File: src/rtl/edc_defines.svh
// Purpose: timing counts and field constants for the page-mode dram controller
// Assumes: 200 MHz clock, 5 ns period
// Notes: least times round up, longest times round down
`ifndef EDC_DEFINES_SVH
`define EDC_DEFINES_SVH

`define EDC_CLK_PERIOD_NS 5
`define EDC_ADDR_W 10
`define EDC_DATA_W 16
`define EDC_ROWS 1024
`define EDC_FIFO_DEPTH 4
// minimum row active, row precharge, column precharge, column pulse (ns)
`define EDC_T_RAS_NS 60
`define EDC_T_RP_NS 40
`define EDC_T_CP_NS 10
`define EDC_T_CAS_NS 15
`define EDC_T_RCD_NS 15
`define EDC_T_ACC_NS 60
`define EDC_RAS_CYC ((`EDC_T_RAS_NS + `EDC_CLK_PERIOD_NS - 1) / `EDC_CLK_PERIOD_NS)
`define EDC_RP_CYC ((`EDC_T_RP_NS + `EDC_CLK_PERIOD_NS - 1) / `EDC_CLK_PERIOD_NS)
`define EDC_CP_CYC ((`EDC_T_CP_NS + `EDC_CLK_PERIOD_NS - 1) / `EDC_CLK_PERIOD_NS)
`define EDC_CAS_CYC ((`EDC_T_CAS_NS + `EDC_CLK_PERIOD_NS - 1) / `EDC_CLK_PERIOD_NS)
`define EDC_RCD_CYC ((`EDC_T_RCD_NS + `EDC_CLK_PERIOD_NS - 1) / `EDC_CLK_PERIOD_NS)
`define EDC_ACC_CYC ((`EDC_T_ACC_NS + `EDC_CLK_PERIOD_NS - 1) / `EDC_CLK_PERIOD_NS)
// power-up pause and refresh budget
`define EDC_T_PWR_US 200
`define EDC_PWR_CYC (`EDC_T_PWR_US * 1000 / `EDC_CLK_PERIOD_NS)
`define EDC_INIT_CYCLES 8
`define EDC_T_REFWIN_MS 16
`define EDC_REF_CYC (`EDC_T_REFWIN_MS * 1000000 / `EDC_CLK_PERIOD_NS / `EDC_ROWS)

`endif

File: src/rtl/edc_pkg.sv
// Purpose: types for the page-mode dram controller
// Assumes: constants come from edc_defines.svh
// Notes: request word carries write flag, byte lanes, row, column and data
package edc_pkg;
    typedef struct packed {
        logic write;
        logic [1:0] lanes;
        logic [9:0] row;
        logic [9:0] col;
        logic [15:0] data;
    } edc_req_s;

    typedef enum logic [8:0] {
        ST_PWR = 9'h001,
        ST_INIT = 9'h002,
        ST_IDLE = 9'h004,
        ST_ROW = 9'h008,
        ST_COL = 9'h010,
        ST_HOLD = 9'h020,
        ST_CPRE = 9'h040,
        ST_RPRE = 9'h080,
        ST_SELF = 9'h100
    } edc_state_e;
endpackage

File: src/rtl/edc_fifo.sv
// Purpose: small request fifo with valid/ready on both sides
// Assumes: depth is a power of two
// Notes: registered read data, honest full and empty
`timescale 1ns/10ps
module edc_fifo #(
    parameter int WIDTH = 39,
    parameter int DEPTH = 4
) (
    input wire logic clk_in,
    input wire logic rst_b_in,
    // fill side
    input wire logic in_valid_in,
    output logic in_ready_out,
    input wire logic [WIDTH-1:0] in_data_in,
    // drain side
    output logic out_valid_out,
    input wire logic out_ready_in,
    output logic [WIDTH-1:0] out_data_out
);
    localparam int AW = $clog2(DEPTH);
    logic [WIDTH-1:0] mem [DEPTH];
    logic [AW:0] wr_ptr;
    logic [AW:0] rd_ptr;
    logic [AW:0] count;
    logic push;
    logic pop;

    assign count = wr_ptr - rd_ptr;
    // output register counts as one of the DEPTH words
    assign in_ready_out = (count + {{AW{1'b0}}, out_valid_out}) < DEPTH[AW:0];
    assign push = in_valid_in && in_ready_out;
    // output register reloads when empty or drained in this cycle
    assign pop = (count != '0) && (!out_valid_out || out_ready_in);

    always_ff @(posedge clk_in)
    begin
        if (!rst_b_in)
            wr_ptr <= '0;
        else if (push)
        begin
            mem[wr_ptr[AW-1:0]] <= in_data_in;
            wr_ptr <= wr_ptr + 1'b1;
        end
    end

    always_ff @(posedge clk_in)
    begin
        if (!rst_b_in)
        begin
            rd_ptr <= '0;
            out_valid_out <= 1'b0;
            out_data_out <= '0;
        end
        else if (pop)
        begin
            out_data_out <= mem[rd_ptr[AW-1:0]];
            out_valid_out <= 1'b1;
            rd_ptr <= rd_ptr + 1'b1;
        end
        else if (out_ready_in)
            out_valid_out <= 1'b0;
    end
endmodule

File: src/rtl/edc_ctrl.sv
// Purpose: controller driving a 1M x 16 extended-output page dram by its strobes
// Assumes: all inputs synchronous to REF_CLK_IN; one access per row cycle
// Notes: refresh by column-first cycles; optional self refresh on request
`timescale 1ns/10ps
`include "edc_defines.svh"
module edc_ctrl #(
    parameter int PWR_CYC = `EDC_PWR_CYC,
    parameter int REF_CYC = `EDC_REF_CYC
) (
    // clock and reset
    input wire logic REF_CLK_IN,
    input wire logic RST_B_IN,
    // request side
    input wire logic REQ_VALID_IN,
    output logic REQ_READY_OUT,
    input wire edc_pkg::edc_req_s REQ_IN,
    // read answer
    output logic RD_VALID_OUT,
    output logic [15:0] RD_DATA_OUT,
    // status and self refresh
    output logic INIT_DONE_OUT,
    input wire logic SELF_REQ_IN,
    output logic SELF_ACTIVE_OUT,
    // dram pins
    output logic RAS_N_OUT,
    output logic LOW_BYTE_COLUMN_STROBE_N_OUT,
    output logic HIGH_BYTE_COLUMN_STROBE_N_OUT,
    output logic WE_N_OUT,
    output logic OE_N_OUT,
    output logic [9:0] ADDR_OUT,
    input wire logic [15:0] DQ_IN,
    output logic [15:0] DQ_OUT,
    output logic DQ_OE_OUT
);
    edc_pkg::edc_state_e state;
    edc_pkg::edc_req_s cur;
    edc_pkg::edc_req_s fifo_data;
    logic fifo_valid;
    logic fifo_ready;
    logic fifo_in_ready;
    logic [31:0] timer;
    logic [31:0] ras_timer;
    logic [31:0] ref_timer;
    logic [3:0] init_count;
    logic [10:0] ref_owed;
    logic refresh_cyc;
    logic self_cyc;
    logic take;

    edc_fifo #(
        .WIDTH($bits(edc_pkg::edc_req_s)),
        .DEPTH(`EDC_FIFO_DEPTH)
    ) u_fifo (
        .clk_in(REF_CLK_IN),
        .rst_b_in(RST_B_IN),
        .in_valid_in(REQ_VALID_IN),
        .in_ready_out(fifo_in_ready),
        .in_data_in(REQ_IN),
        .out_valid_out(fifo_valid),
        .out_ready_in(fifo_ready),
        .out_data_out(fifo_data)
    );

    // only accesses consume; refresh has priority over them
    assign take = (state == edc_pkg::ST_IDLE) && INIT_DONE_OUT && (ref_owed == '0) && !SELF_REQ_IN && fifo_valid;
    assign fifo_ready = take;

    // ====================================================================
    // refresh scheduler
    // ====================================================================
    always_ff @(posedge REF_CLK_IN)
    begin
        if (!RST_B_IN)
        begin
            ref_timer <= '0;
            ref_owed <= '0;
        end
        else
        begin
            // distributed: one row per slot, so no burst after self refresh
            if (ref_timer >= REF_CYC - 1)
                ref_timer <= '0;
            else
                ref_timer <= ref_timer + 1'b1;
            if (state == edc_pkg::ST_SELF)
                ref_owed <= '0;
            else if (ref_timer >= REF_CYC - 1 && !(state == edc_pkg::ST_ROW && timer == '0 && refresh_cyc))
                ref_owed <= ref_owed + 1'b1;
            else if (ref_timer < REF_CYC - 1 && state == edc_pkg::ST_ROW && timer == '0 && refresh_cyc && ref_owed != '0)
                ref_owed <= ref_owed - 1'b1;
        end
    end

    // ====================================================================
    // wake-up cycles counted after the power-up pause
    // ====================================================================
    always_ff @(posedge REF_CLK_IN)
    begin
        if (!RST_B_IN)
        begin
            init_count <= '0;
            INIT_DONE_OUT <= 1'b0;
        end
        else if (state == edc_pkg::ST_RPRE && timer == '0 && !INIT_DONE_OUT)
        begin
            init_count <= init_count + 1'b1;
            if (init_count == 4'(`EDC_INIT_CYCLES - 1))
                INIT_DONE_OUT <= 1'b1;
        end
    end

    // ====================================================================
    // row active timer, separate from the phase timer
    // ====================================================================
    always_ff @(posedge REF_CLK_IN)
    begin
        if (!RST_B_IN)
            ras_timer <= '0;
        else if (RAS_N_OUT)
            ras_timer <= '0;
        else if (ras_timer < 32'(`EDC_RAS_CYC))
            ras_timer <= ras_timer + 1'b1;
    end

    // ====================================================================
    // cycle sequencer
    // ====================================================================
    always_ff @(posedge REF_CLK_IN)
    begin
        if (!RST_B_IN)
        begin
            state <= edc_pkg::ST_PWR;
            timer <= '0;
            cur <= '0;
            refresh_cyc <= 1'b0;
            self_cyc <= 1'b0;
            SELF_ACTIVE_OUT <= 1'b0;
            RAS_N_OUT <= 1'b1;
            LOW_BYTE_COLUMN_STROBE_N_OUT <= 1'b1;
            HIGH_BYTE_COLUMN_STROBE_N_OUT <= 1'b1;
            WE_N_OUT <= 1'b1;
            OE_N_OUT <= 1'b1;
            ADDR_OUT <= '0;
            DQ_OUT <= '0;
            DQ_OE_OUT <= 1'b0;
            RD_VALID_OUT <= 1'b0;
            RD_DATA_OUT <= '0;
            REQ_READY_OUT <= 1'b0;
        end
        else
        begin
            RD_VALID_OUT <= 1'b0;
            REQ_READY_OUT <= fifo_in_ready;
            if (timer != '0)
                timer <= timer - 1'b1;
            case (state)
                edc_pkg::ST_PWR:
                begin
                    // strobes and enables idle high through the pause
                    if (timer == '0 && RAS_N_OUT && !SELF_ACTIVE_OUT && init_count == '0 && !refresh_cyc)
                    begin
                        timer <= 32'(PWR_CYC - 1);
                        refresh_cyc <= 1'b1;
                    end
                    else if (timer == '0)
                        state <= edc_pkg::ST_IDLE;
                end
                edc_pkg::ST_IDLE:
                begin
                    cur <= fifo_data;
                    // wake-up cycles and owed refreshes are column-first cycles
                    if (!INIT_DONE_OUT || ref_owed != '0 || SELF_REQ_IN)
                    begin
                        refresh_cyc <= 1'b1;
                        self_cyc <= INIT_DONE_OUT && ref_owed == '0 && SELF_REQ_IN;
                        LOW_BYTE_COLUMN_STROBE_N_OUT <= 1'b0;
                        HIGH_BYTE_COLUMN_STROBE_N_OUT <= 1'b0;
                        OE_N_OUT <= 1'b1;
                        timer <= 32'(`EDC_CP_CYC - 1);
                        state <= edc_pkg::ST_ROW;
                    end
                    else if (take)
                    begin
                        refresh_cyc <= 1'b0;
                        self_cyc <= 1'b0;
                        ADDR_OUT <= fifo_data.row;
                        timer <= '0;
                        state <= edc_pkg::ST_ROW;
                    end
                end
                edc_pkg::ST_ROW:
                begin
                    if (timer == '0)
                    begin
                        RAS_N_OUT <= 1'b0;
                        if (refresh_cyc)
                        begin
                            timer <= 32'(`EDC_RAS_CYC - 1);
                            state <= self_cyc ? edc_pkg::ST_SELF : edc_pkg::ST_HOLD;
                        end
                        else
                        begin
                            timer <= 32'(`EDC_RCD_CYC - 1);
                            state <= edc_pkg::ST_COL;
                            WE_N_OUT <= !cur.write;
                            // data out ahead of the strobe so it is valid at the later edge
                            DQ_OUT <= cur.data;
                            DQ_OE_OUT <= cur.write;
                        end
                    end
                end
                edc_pkg::ST_COL:
                begin
                    ADDR_OUT <= cur.col;
                    if (timer == '0)
                    begin
                        // strobes fall together, so both lanes share one internal strobe
                        LOW_BYTE_COLUMN_STROBE_N_OUT <= !cur.lanes[0];
                        HIGH_BYTE_COLUMN_STROBE_N_OUT <= !cur.lanes[1];
                        OE_N_OUT <= cur.write;
                        timer <= 32'(`EDC_ACC_CYC - 1);
                        state <= edc_pkg::ST_HOLD;
                    end
                end
                edc_pkg::ST_HOLD:
                begin
                    // end only when access delay and active time both expired
                    if (timer == '0 && ras_timer >= 32'(`EDC_RAS_CYC))
                    begin
                        if (!refresh_cyc && !cur.write)
                        begin
                            RD_DATA_OUT <= DQ_IN;
                            RD_VALID_OUT <= 1'b1;
                        end
                        RAS_N_OUT <= 1'b1;
                        LOW_BYTE_COLUMN_STROBE_N_OUT <= 1'b1;
                        HIGH_BYTE_COLUMN_STROBE_N_OUT <= 1'b1;
                        WE_N_OUT <= 1'b1;
                        OE_N_OUT <= 1'b1;
                        DQ_OE_OUT <= 1'b0;
                        timer <= 32'(`EDC_CP_CYC - 1);
                        state <= edc_pkg::ST_CPRE;
                    end
                end
                edc_pkg::ST_CPRE:
                begin
                    if (timer == '0)
                    begin
                        timer <= 32'(`EDC_RP_CYC - `EDC_CP_CYC);
                        state <= edc_pkg::ST_RPRE;
                    end
                end
                edc_pkg::ST_RPRE:
                begin
                    if (timer == '0)
                    begin
                        state <= edc_pkg::ST_IDLE;
                        SELF_ACTIVE_OUT <= 1'b0;
                    end
                end
                edc_pkg::ST_SELF:
                begin
                    if (timer == '0 && ras_timer >= 32'(`EDC_RAS_CYC))
                        SELF_ACTIVE_OUT <= 1'b1;
                    if (timer == '0 && ras_timer >= 32'(`EDC_RAS_CYC) && !SELF_REQ_IN)
                    begin
                        RAS_N_OUT <= 1'b1;
                        LOW_BYTE_COLUMN_STROBE_N_OUT <= 1'b1;
                        HIGH_BYTE_COLUMN_STROBE_N_OUT <= 1'b1;
                        timer <= 32'(`EDC_RP_CYC - 1);
                        self_cyc <= 1'b0;
                        state <= edc_pkg::ST_RPRE;
                    end
                end
                default:
                    state <= edc_pkg::ST_IDLE;
            endcase
        end
    end
endmodule

File: config.mk
export PLATFORM = sky130hd
export DESIGN_NAME = edc_ctrl
export DESIGN_NICKNAME = d
export VERILOG_FILES = /design/src/rtl/edc_pkg.sv /design/src/rtl/edc_fifo.sv /design/src/rtl/edc_ctrl.sv
export VERILOG_INCLUDE_DIRS = /design/src /design/src/rtl
export SDC_FILE = /design/constraint.sdc
export NUM_CORES = 1
export LEC_CHECK = 0
export ABC_CLOCK_PERIOD_IN_PS = 5500
export CAP_MARGIN = 0
export CORE_ASPECT_RATIO = 0.6
export CORE_MARGIN = 5
export CORE_UTILIZATION = 30
export CTS_CLUSTER_SIZE = 20
export DETAILED_ROUTE_END_ITERATION = 10
export DONT_BUFFER_PORTS = 1
export GPL_TIMING_DRIVEN = 1
export PLACE_DENSITY_LB_ADDON = 0.3
export SETUP_SLACK_MARGIN = 0.02
export SLEW_MARGIN = 5
export SYNTH_ARGS = -nofsm -noshare
export SYNTH_HDL_FRONTEND = slang
export SYNTH_SLANG_ARGS = --single-unit
File: constraint.sdc
create_clock -name REF_CLK_IN -period 5.5 [get_ports REF_CLK_IN]
set_input_delay 0.55 -clock REF_CLK_IN [delete_from_list [all_inputs] [get_ports REF_CLK_IN]]
set_output_delay 0.55 -clock REF_CLK_IN [all_outputs]
set_load 0.02 [all_outputs]
==> results.yml <==
logic_synthesis:
  synth_area_leaders: "dfxtp_1 31%, edfxtp_1 29%, nand2_1 5.9%"
  synth_top_family_by_area: "simple AND/OR/NAND/NOR gates"
  synthMuxAreaShare_pct: 6.484
  synth.distinct_cells: 76
  synth_compound_area_share_pct: 8.201
  synthFlopType: "dfxtp_1"
  synth_edf_count: 156
  ys_ff_latch: 404
  synth_top_area_share_pct: 31.26
  syn_inst: 1401
  syn-cell-area_sq_um: 15880
  avgSynthCellArea_sq_um: 11.34
  yosysSeqAreaShare_pct: 60.76
  synth_most_common_cell: "nand2_1"
  synth_simple_gate_area_share_pct: 16.80
  postSynth.asyncResetShare_pct: 0
  synth_common_cells: "251 x nand2_1, 248 x dfxtp_1, 156 x edfxtp_1, 125 x a21oi_1, 107 x nor2_1"
  ys_warn_count: 0
  yosys.area.top_type: "dfxtp_1"
  synth_adder_area_share_pct: 2.143
  synth_xor_area_share_pct: 2.954
floorplan:
  dieArea_sq_um: 57790
  start_util_pct: 30.28
  core_sq_um: 52460
  die_h_um: 188.2
  boundaryPins: 111
  die_width_um: 307.0
  rows: 65
power:
  p_per_area_nw_per_um2: 519.9
  ir_drop_mv: 0.2116
  p_leak_nw: 6.122
setup_path:
  cp-start-kind: "flop"
  end_kind: "flop"
  critPathKind: "reg -> reg"
  crit_path_max_incr_delay_ps: 600
  worst_path_max_delay_cell: "or4b_2"
  critPathBufInv: 1
  crit_family: "simple AND/OR/NAND/NOR gates"
  required_ps: 5900
  path_depth: 13
  path_max_fanout: 10
  cp_cell_sequence: "inv_1 > ha_1 > or4b_2 > or4_4 > or4_2 > nand2_1 > ha_1 > a21oi_1 > o2111ai_1 > a31o_2 > a21oi_1 > xor2_1 > o31ai_1"
  cp_data_arrival_time_ps: 4650
  rr_worst_depth: 13
hold_path:
  hold_depth: 0
  hold_class: "in -> reg"
timing:
  maxSlewHeadroom_pct: 17.14
  finalCritPeriodShare_pct: 77.37
  worst_pin_slew_ps: 1238
  skew_ps: 29.71
  max_freq_ghz: 0.2350
  fin_ws_ps: 1245
  hold_violations: 0
  drv_slew: 0
  rsz0062_at_grt: "false"
  setup_tns_ps: 0
  layout_min_cycle_time_ps: 4255
  finalSetupViolCount: 0
drt:
  wl_per_cell_um: 17.75
  vias: 10330
  met1Wirelength_um: 18820
  dr.first_iter.drc_count: 691
  wl_met2_um: 15590
  drt_pass1_iterations: 5
  viasPerCell: 4.819
  wl_met3_um: 2994
  antenna_left: 0
  wirelength_um: 38040
  highest_layer: "met4"
  drc: 0
placement:
  dp_cells: 2065
  port_buffers: 0
  pre_cts_ws_ps: 1281
  dp_hpwl_um: 25130
  place_congestion: 0.8503
finish:
  register_area_sq_um: 9652
  fillCellCount: 5160
  area.growth.synth_to_final_pct: 14.09
  layout-drive-gt1-share_pct: 11.40
  nets: 1491
  final_cells: 2143
  multiInputGateArea_sq_um: 5922
run:
  maxCapViolCount: 0
clock_tree:
  cts.sinks: 404
  ctsResizeCount: 0
  cts_tree: "yes"
  numCtsBuffers: 42
  cts_post_setup_buffers_inserted: 0
  ctsHtreeMaxLevel: 2
  cts_root_buf: "clkbuf_16"
  cts.path.max_buffers: 3
  clk_pin_slew_ps: 60
  cts_hold_buf: 0
  clkLatencyLatePin_ps: 560
global_route:
  overflow: 0
  antenna_found_initial: 0
  grt_max_degree: 86
  grt_use_total_pct: 13.05
  grt_pass1_wl_um: 60340
  grt_pass1_vias: 10350
status:
  status: "finished, final reports clean"
[where the power goes]
group          internal, mW  leakage, nW  switching (mW)
clock network          1.79        0.729            1.20
registers              3.56         3.43           0.272
logic                 0.959         1.96            1.64
[layout by cell type (no fill, tap or decap), drive strengths merged, types with 23 or more instances in the layout]
master,count
nand2,256
dfxtp,248
edfxtp,156
a21oi,130
nor2,107
clkbuf,59
mux4,39
and2,33
xnor2,29
nor4,29
nor3,28
ha,24
inv,23
[kinds of logic after synthesis]
kind of cell	after synthesis
AOI/OAI and AO/OA	212
other	1
buffers and inverters	94
adders and majority gates	26
xor gates and xnor gates	52
DFF	404
and+or+nand+nor	558
muxes	54
[worst reg2reg max path, cell delays in order (launching register included)]
cell and delay (ps):
dfxtp_1 330, inv_1 120, ha_1 200, or4b_2 600, or4_4 460, or4_2 600, nand2_1 370, ha_1 310
a21oi_1 240, o2111ai_1 200, a31o_2 270, a21oi_1 180, xor2_1 160, o31ai_1 80
[stage by stage]
step	hold slack (ps)	power, mW	area, sq um	util (%)
after global placement	440.9	6.453	16640	31.73
after global routing	44.13	10.01	18120	34.54
final	77.76	9.420	18120	34.54
after CTS	50.47	9.519	18110	34.53
after floorplan	429.7	5.791	15950	-
after detailed placement	445.7	6.485	16640	31.73
[routing by layer]
layer,GRT usage (%),vias up
met5,0,-
met4,2.779,0
met3,4.314,44
met2,18.86,263
met1,19.12,5008
li1,-,5012
[flip-flops by register name (all words and copies together), names as in the netlist, 4 cells and up]
register             count
init_count               4
ref_timer               32
u_fifo.mem             156
state                    8
DQ_OUT                  16
timer                   32
ADDR_OUT                10
RD_DATA_OUT             16
u_fifo.out_data_out     39
cur                     29
ref_owed                11
ras_timer               32
[area by class of cell]
| class | count | area share [%] |
|---|---|---|
| multi-input combinational | 922 | 32.68 |
| tap | 703 | 4.855 |
| timing repair buffer | 15 | 0.6215 |
| clock inverter | 18 | 1.402 |
| inverter | 21 | 0.4489 |
| antenna | 1 | 0.01381 |
| clock buffer | 59 | 6.705 |
| sequential | 404 | 53.27 |
[worst paths after layout]
kind	start	end	slack [ps]
min	REQ_IN[23]	u_fifo.mem[2][23]	80
max reg2reg	timer[0]	ref_owed[9]	1240
min reg2reg	cur[0]	DQ_OUT[0]	450
max	timer[0]	ref_owed[9]	1240
Power figures use the tool's default switching activity.
